==> src/hdl/bmx_pkg.sv <==
// Constants, encodings and types of the branch and move executor.
// Assumes a single 20 MHz core clock and a synchronous active-high reset.
//
// Functional notes
// RL1: Transfer bit clear branches to PC+k+1.
// RL2: Overflow set branches to PC+k+1.
// RL3: Overflow clear branches to PC+k+1.
// RL4: Interrupts enabled branches to PC+k+1.
// RL5: Interrupts disabled branches to PC+k+1.
// RL6: Copy source register into destination, flags untouched.
// RL7: Load constant into destination, flags untouched.
// RL8: Load destination from data memory at X.
// RL9: Signed word offset; taken branch costs two cycles.
// RL10: X pointer is register pair 27:26.
package bmx_pkg;

  // ----------------------------------------------------------------------
  // Widths and reset values
  // ----------------------------------------------------------------------
  localparam int PC_W = 16;
  localparam int INSTR_W = 16;
  localparam int DATA_W = 8;
  localparam int REG_AW = 5;
  localparam int REG_COUNT = 32;
  localparam logic [15:0] PC_RESET = 16'h0000;
  localparam logic [15:0] PC_STEP = 16'h0001;

  // ----------------------------------------------------------------------
  // Instruction encodings
  // ----------------------------------------------------------------------
  localparam logic [4:0] BR_PREFIX = 5'h1E;      // Bits 15:11
  localparam int BR_CLEAR_BIT = 10;
  localparam int BR_K_HI = 9;
  localparam int BR_K_LO = 3;
  localparam int BR_K_W = 7;
  localparam logic [2:0] BIT_SEL_V = 3'h3;
  localparam logic [2:0] BIT_SEL_T = 3'h6;
  localparam logic [2:0] BIT_SEL_I = 3'h7;
  localparam logic [5:0] COPY_PREFIX = 6'h0B;    // Bits 15:10
  localparam logic [3:0] LDC_PREFIX = 4'hE;      // Bits 15:12
  localparam logic [6:0] LDX_PREFIX = 7'h48;     // Bits 15:9
  localparam logic [3:0] LDX_SUFFIX = 4'hC;      // Bits 3:0
  localparam logic [4:0] X_LOW_REG = 5'h1A;
  localparam logic [4:0] X_HIGH_REG = 5'h1B;

  // ----------------------------------------------------------------------
  // Types
  // ----------------------------------------------------------------------
  typedef enum logic [2:0] {
    ST_IDLE,
    ST_DECODE,
    ST_TAKEN,
    ST_REGREAD,
    ST_MEMREQ,
    ST_MEMDATA
  } bmx_state_t;

  typedef struct packed {
    bmx_state_t state;
    logic [15:0] instr;
    logic [15:0] pc;
    logic ready;
    logic done;
    logic taken;
    logic illegal;
    logic wbEn;
    logic [4:0] wbAddr;
    logic [7:0] wbData;
    logic [15:0] dmemAddr;
    logic dmemRd;
  } bmx_ctx_t;

endpackage

==> src/hdl/bmx_regfile.sv <==
// Working register file: 32 bytes, two registered read ports, one write.
// Assumes write and read of one address are never needed in one cycle.
module bmx_regfile (
  input wire logic clk_sys,
  input wire logic wrEn,
  input wire logic [4:0] wrAddr,
  input wire logic [7:0] wrData,
  input wire logic [4:0] rdAddrA,
  input wire logic [4:0] rdAddrB,
  output logic [7:0] rdDataA,
  output logic [7:0] rdDataB
);

  logic [7:0] mem [bmx_pkg::REG_COUNT];

  always_ff @(posedge clk_sys) begin
    if (wrEn) begin
      mem[wrAddr] <= wrData;
    end
    rdDataA <= mem[rdAddrA];
    rdDataB <= mem[rdAddrB];
  end

endmodule

==> src/hdl/bmx_exec.sv <==
// Executor for conditional flag branches and register data transfers.
// Assumes flags come from the core status register and that data memory
// returns read data in the cycle after the read strobe.
module bmx_exec (
  input wire logic clk_sys,
  input wire logic rst,
  input wire logic instrValid,
  input wire logic [15:0] instrWord,
  input wire logic flagT,
  input wire logic flagV,
  input wire logic flagI,
  input wire logic [7:0] dmemRdata,
  output logic instrReady,
  output logic [15:0] pcOut,
  output logic execDone,
  output logic branchTaken,
  output logic illegalOp,
  output logic wbEn,
  output logic [4:0] wbAddr,
  output logic [7:0] wbData,
  output logic [15:0] dmemAddr,
  output logic dmemRd
);

  bmx_pkg::bmx_ctx_t s_r;
  bmx_pkg::bmx_ctx_t s_nxt;
  logic [7:0] rdA;
  logic [7:0] rdB;
  logic [4:0] rdAddrA;
  logic isBranch;
  logic isCopy;
  logic isLdc;
  logic isLdx;
  logic brKnown;
  logic brCond;
  logic [15:0] brTarget;

  // ----------------------------------------------------------------------
  // Decode
  // ----------------------------------------------------------------------
  always_comb begin
    isBranch = s_r.instr[15:11] == bmx_pkg::BR_PREFIX;
    isCopy = s_r.instr[15:10] == bmx_pkg::COPY_PREFIX;
    isLdc = s_r.instr[15:12] == bmx_pkg::LDC_PREFIX;
    isLdx = (s_r.instr[15:9] == bmx_pkg::LDX_PREFIX)
      && (s_r.instr[3:0] == bmx_pkg::LDX_SUFFIX);
    brKnown = 1'b1;
    case (s_r.instr[2:0])
      bmx_pkg::BIT_SEL_T: brCond = flagT;
      bmx_pkg::BIT_SEL_V: brCond = flagV;
      bmx_pkg::BIT_SEL_I: brCond = flagI;
      default: begin
        brCond = 1'b0;
        brKnown = 1'b0;
      end
    endcase
    // Taken when flag equals the set form
    brCond = brCond ^ s_r.instr[bmx_pkg::BR_CLEAR_BIT];  // RL1 RL2 RL3 RL4 RL5
    brTarget = s_r.pc
      + {{(bmx_pkg::PC_W - bmx_pkg::BR_K_W){s_r.instr[bmx_pkg::BR_K_HI]}},
      s_r.instr[bmx_pkg::BR_K_HI:bmx_pkg::BR_K_LO]} + bmx_pkg::PC_STEP;  // RL9
    // Source register for copy, else low byte of X
    rdAddrA = isCopy ? {s_r.instr[9], s_r.instr[3:0]} : bmx_pkg::X_LOW_REG;  // RL10
  end

  bmx_regfile u_regs (
    .clk_sys(clk_sys),
    .wrEn(s_r.wbEn),
    .wrAddr(s_r.wbAddr),
    .wrData(s_r.wbData),
    .rdAddrA(rdAddrA),
    .rdAddrB(bmx_pkg::X_HIGH_REG),
    .rdDataA(rdA),
    .rdDataB(rdB)
  );

  // ----------------------------------------------------------------------
  // Sequencer
  // ----------------------------------------------------------------------
  always_comb begin
    s_nxt = s_r;
    s_nxt.done = 1'b0;
    s_nxt.wbEn = 1'b0;
    s_nxt.dmemRd = 1'b0;
    case (s_r.state)
      bmx_pkg::ST_IDLE: begin
        if (instrValid) begin
          s_nxt.instr = instrWord;
          s_nxt.state = bmx_pkg::ST_DECODE;
          s_nxt.ready = 1'b0;
          s_nxt.taken = 1'b0;
          s_nxt.illegal = 1'b0;
        end
      end
      bmx_pkg::ST_DECODE: begin
        s_nxt.state = bmx_pkg::ST_IDLE;
        s_nxt.ready = 1'b1;
        s_nxt.done = 1'b1;
        s_nxt.pc = s_r.pc + bmx_pkg::PC_STEP;
        if (isBranch && brKnown) begin
          if (brCond) begin
            // Taken branch holds one more cycle
            s_nxt.pc = brTarget;  // RL1 RL2 RL3 RL4 RL5
            s_nxt.taken = 1'b1;
            s_nxt.state = bmx_pkg::ST_TAKEN;  // RL9
            s_nxt.ready = 1'b0;
            s_nxt.done = 1'b0;
          end
        end else if (isLdc) begin
          s_nxt.wbEn = 1'b1;  // RL7
          s_nxt.wbAddr = {1'b1, s_r.instr[7:4]};
          s_nxt.wbData = {s_r.instr[11:8], s_r.instr[3:0]};
        end else if (isCopy || isLdx) begin
          s_nxt.pc = s_r.pc;
          s_nxt.state = bmx_pkg::ST_REGREAD;
          s_nxt.ready = 1'b0;
          s_nxt.done = 1'b0;
        end else begin
          s_nxt.illegal = 1'b1;
        end
      end
      bmx_pkg::ST_TAKEN: begin
        s_nxt.state = bmx_pkg::ST_IDLE;
        s_nxt.ready = 1'b1;
        s_nxt.done = 1'b1;
      end
      bmx_pkg::ST_REGREAD: begin
        if (isCopy) begin
          s_nxt.wbEn = 1'b1;  // RL6
          s_nxt.wbAddr = s_r.instr[8:4];
          s_nxt.wbData = rdA;
          s_nxt.pc = s_r.pc + bmx_pkg::PC_STEP;
          s_nxt.state = bmx_pkg::ST_IDLE;
          s_nxt.ready = 1'b1;
          s_nxt.done = 1'b1;
        end else begin
          s_nxt.dmemAddr = {rdB, rdA};  // RL10
          s_nxt.dmemRd = 1'b1;
          s_nxt.state = bmx_pkg::ST_MEMREQ;
        end
      end
      bmx_pkg::ST_MEMREQ: begin
        s_nxt.state = bmx_pkg::ST_MEMDATA;
      end
      bmx_pkg::ST_MEMDATA: begin
        s_nxt.wbEn = 1'b1;  // RL8
        s_nxt.wbAddr = s_r.instr[8:4];
        s_nxt.wbData = dmemRdata;
        s_nxt.pc = s_r.pc + bmx_pkg::PC_STEP;
        s_nxt.state = bmx_pkg::ST_IDLE;
        s_nxt.ready = 1'b1;
        s_nxt.done = 1'b1;
      end
      default: begin
        s_nxt.state = bmx_pkg::ST_IDLE;
        s_nxt.ready = 1'b1;
      end
    endcase
  end

  always_ff @(posedge clk_sys) begin
    if (rst) begin
      s_r <= '0;
      s_r.state <= bmx_pkg::ST_IDLE;
      s_r.pc <= bmx_pkg::PC_RESET;
      s_r.ready <= 1'b1;
    end else begin
      s_r <= s_nxt;
    end
  end

  assign instrReady = s_r.ready;
  assign pcOut = s_r.pc;
  assign execDone = s_r.done;
  assign branchTaken = s_r.taken;
  assign illegalOp = s_r.illegal;
  assign wbEn = s_r.wbEn;
  assign wbAddr = s_r.wbAddr;
  assign wbData = s_r.wbData;
  assign dmemAddr = s_r.dmemAddr;
  assign dmemRd = s_r.dmemRd;

  logic inDec;
  assign inDec = s_r.state == bmx_pkg::ST_DECODE;
endmodule

==> config.mk <==
export PLATFORM = sky130hd
export DESIGN_NAME = bmx_exec
export DESIGN_NICKNAME = d
export VERILOG_FILES = /design/src/hdl/bmx_pkg.sv /design/src/hdl/bmx_regfile.sv /design/src/hdl/bmx_exec.sv
export SDC_FILE = /design/constraint.sdc
export NUM_CORES = 1
export LEC_CHECK = 0
export BUFFER_PORTS_ARGS = -buffer_cell sky130_fd_sc_hd__buf_2
export CAP_MARGIN = 20
export CORE_MARGIN = 2
export CORE_UTILIZATION = 62
export DETAILED_ROUTE_END_ITERATION = 6
export PLACE_DENSITY = 0.81
export SLEW_MARGIN = 20
export SYNTH_ARGS = -nofsm -noshare
export SYNTH_HDL_FRONTEND = slang
export SYNTH_SLANG_ARGS = --single-unit
==> constraint.sdc <==
create_clock -name clk_sys -period 5.2 [get_ports clk_sys]
set_input_delay 0.78 -clock clk_sys [delete_from_list [all_inputs] [get_ports clk_sys]]
set_output_delay 0.78 -clock clk_sys [all_outputs]
set_load 0.1 [all_outputs]
==> impl_metrics.env <==
export IMPL_outcome="completed"
export IMPL_worst_slack_ps=2050
export IMPL_syn_cell_area_um2=14900
export IMPL_critical_path_class="reg2reg"
export IMPL_maxCapViolCount=0
export IMPL_worst_skew_pair_late_latency_ps=530
export IMPL_comb_power_share_pct=3.6
export IMPL_path_delay_family="flip-flops"
export IMPL_stdcell_count=1622
export IMPL_antenna_found_initial=0
export IMPL_async_flop_share_pct=0
export IMPL_postCtsSetupBuffers=0
export IMPL_ioPinCount=81
export IMPL_path_clk_slew_ps=70
export IMPL_max_slew_margin_rel_pct=31.3
export IMPL_drt_antenna_violating_nets=0
export IMPL_cts_root_buffer="clkbuf_16"
export IMPL_cp_max_fo=22
export IMPL_ys_warn_count=0
export IMPL_syn_avg_cell_area_um2=11.9
export IMPL_routedWlPerCell_um=24.0
export IMPL_worstMarginPinSlew_ps=1030
export IMPL_dp_worst_setup_slack_ps=2080
export IMPL_hold_violations=0
export IMPL_rows=56
export IMPL_drive_gt1_share_pct=15.2
export IMPL_power_density_nw_per_um2=343
export IMPL_end_kind="register"
export IMPL_yosys_area_top_type_share_pct=51.5
export IMPL_cp_required_ps=5590
export IMPL_crit_chain="ha_1 -> o211ai_1 -> nand2_1 -> and3_1 -> a221oi_1 -> mux2_2 -> o21ai_0 -> a21oi_1"
export IMPL_vias=10800
export IMPL_die_w_um=159
export IMPL_finalSetupViolCount=0
export IMPL_cp_buffers_inverters=0
export IMPL_setup_tns_final_ps=0
export IMPL_grt_pass1_vias=10400
export IMPL_p_switching_mw=1.22
export IMPL_slowest_delay_ps=930
export IMPL_die_area_um2=25300
export IMPL_via_per_inst=6.64
export IMPL_yosysTopAreaCell="edfxtp_1"
export IMPL_syn_nets=1301
export IMPL_portBuffers=80
export IMPL_dp_hpwl_mm=24.3
export IMPL_synthFlopType="edfxtp_1"
export IMPL_p_leak_nw=5.73
export IMPL_post_route_period_util_pct=60.6
export IMPL_core_area_um2=23500
export IMPL_grt_pass1_wl_mm=59.2
export IMPL_sequentialPowerShare_pct=52.3
export IMPL_arrival_ps=3540
export IMPL_synth_seq_area_share_pct=63.0
export IMPL_n_antenna_cell=0
export IMPL_hold_path_class="reg2reg"
export IMPL_slew_violations=0
export IMPL_max_freq_mhz=317
export IMPL_grt_max_degree=46
export IMPL_crit_slowest_cell="dfxtp_1"
export IMPL_yosysMostFrequentCell="edfxtp_1"
export IMPL_synthCells=1254
export IMPL_areaGrowthSynthToFinish_pct=9.72
export IMPL_synth_edf_count=256
export IMPL_htreeDepth=2
export IMPL_holdBufCountCts=0
export IMPL_ys_top_cells_by_count="edfxtp_1, nand2_1, nor2_1"
export IMPL_skew_ps=17.5
export IMPL_rsz0062_at_grt="false"
export IMPL_clockPowerShare_pct=44.1
export IMPL_period_needed_ps=3150
export IMPL_dpl_instance_area_um2=15300
export IMPL_power_share_switching_pct=21.7
export IMPL_start_kind="register"
export IMPL_cts_num_sinks=342
export IMPL_clockBufferDepth=3
export IMPL_power_internal_mw=4.40
export IMPL_cts_resized=0
export IMPL_drt_total_wl_mm=38.9
export IMPL_synth_area_leaders="edfxtp_1, dfxtp_1, nand2_1"
export IMPL_die_y_um=159
export IMPL_cts_tree="done"
export IMPL_ys_ff_latch=342
export IMPL_initial_core_util_pct=63.4
export IMPL_routabilityCongestion=0.935
export IMPL_finalPower_mw=5.61
export IMPL_remaining_drc_errors=0
export IMPL_ys_types=78
export IMPL_nNetsFinal=1324
export IMPL_grt_usage_pct=30.2
export IMPL_placed_cells=1559
export IMPL_dr_pass1_iters=6
export IMPL_drt_iter0_drc=1775
export IMPL_cts_buffers=35
export IMPL_hold_slack_ps=394
export IMPL_final_area_um2=16400
export IMPL_globalRoute_totalOverflow=0
export IMPL_ir_drop_mv=0.316
export IMPL_final_core_util_pct=69.6
-- metal layers --
| layer | vias up | track usage [%] | share of wire [%] |
|---|---|---|---|
| met5 | - | 0 | 0 |
| met4 | 0 | 11.2 | 3.8 |
| met3 | 127 | 7.76 | 13 |
| met2 | 814 | 47.7 | 45 |
| met1 | 5132 | 41.0 | 37 |
| li1 | 4704 | - | - |
-- placed cells by master, fill, tap and decap left out, types with 10 or more instances in the layout --
cell type,Yosys,routed
nor2_1,88,88
nor3_1,15,13
nand4_1,15,15
nand3_1,61,60
inv_1,11,11
nand2_1,201,201
clkbuf_16,0,37
buf_2,20,80
buf_4,47,19
o21ai_0,28,28
mux2_2,22,22
ha_1,16,16
and3_1,13,12
a21oi_1,86,86
edfxtp_1,256,256
a211oi_1,13,13
o221ai_1,26,26
xor2_1,10,10
dfxtp_1,86,85
mux2i_1,39,39
a31oi_1,13,13
-- area by class of cell --
| type | instances | area [um2] |
|---|---|---|
| Clock buffer | 44 | 962 |
| Clock inverter | 19 | 165 |
| Fill cell | 1594 | 7160 |
| Inverter | 13 | 48.8 |
| Multi-Input combinational cell | 786 | 4850 |
| Sequential cell | 342 | 9410 |
| Tap cell | 319 | 399 |
| Timing Repair Buffer | 99 | 543 |
-- final timing paths --
kind | start | end | slack [ps] | cells past startpoint
max | s_r[60]$_SDFFE_PP0P_ | pcOut[15]$_SDFFE_PP0P_ | 2050 | 8
min | u_regs.mem[27][2]$_DFFE_PP_ | u_regs.rdDataB[2]$_DFF_P_ | 390 | 0
max reg2reg | s_r[60]$_SDFFE_PP0P_ | pcOut[15]$_SDFFE_PP0P_ | 2050 | 8
min reg2reg | u_regs.mem[27][2]$_DFFE_PP_ | u_regs.rdDataB[2]$_DFF_P_ | 390 | 0
-- power by group through the flow --
stage               clock, mW  combinational [mW]  sequential [mW]
finish                   2.47               0.202             2.94
global route             2.58               0.217             2.94
detailed placement          0               0.198             2.99
CTS                      2.48               0.200             2.93
floorplan                   0               0.152             2.99
global placement            0               0.195             2.99
-- registers in the layout, indices dropped and copies added (netlist names), 5 cells and up --
register	flops
s_r	19
u_regs.mem	256
pcOut	16
wbAddr	5
u_regs.rdDataB	8
wbData	8
u_regs.rdDataA	8
dmemAddr	16
-- worst reg2reg max path: cells and delay by family (launching register included) --
family	cells	cell delay (ps)
adder cells (fa/ha/maj)	1	460
multiplexers	1	380
flip-flops	1	930
AO/OA/AOI/OAI	4	930
AND/OR/NAND/NOR	2	330
-- cell families after synthesis --
family          after synthesis  share of synthesized area (%)
flops                       342                           63.0
fa+ha+maj                    17                           1.48
mux                          67                           5.18
xor+xnor                     18                           1.06
simple gates                443                           13.5
compound gates              241                           11.1
buf+inv                     126                           4.67
(Power assumes the default switching activity.)
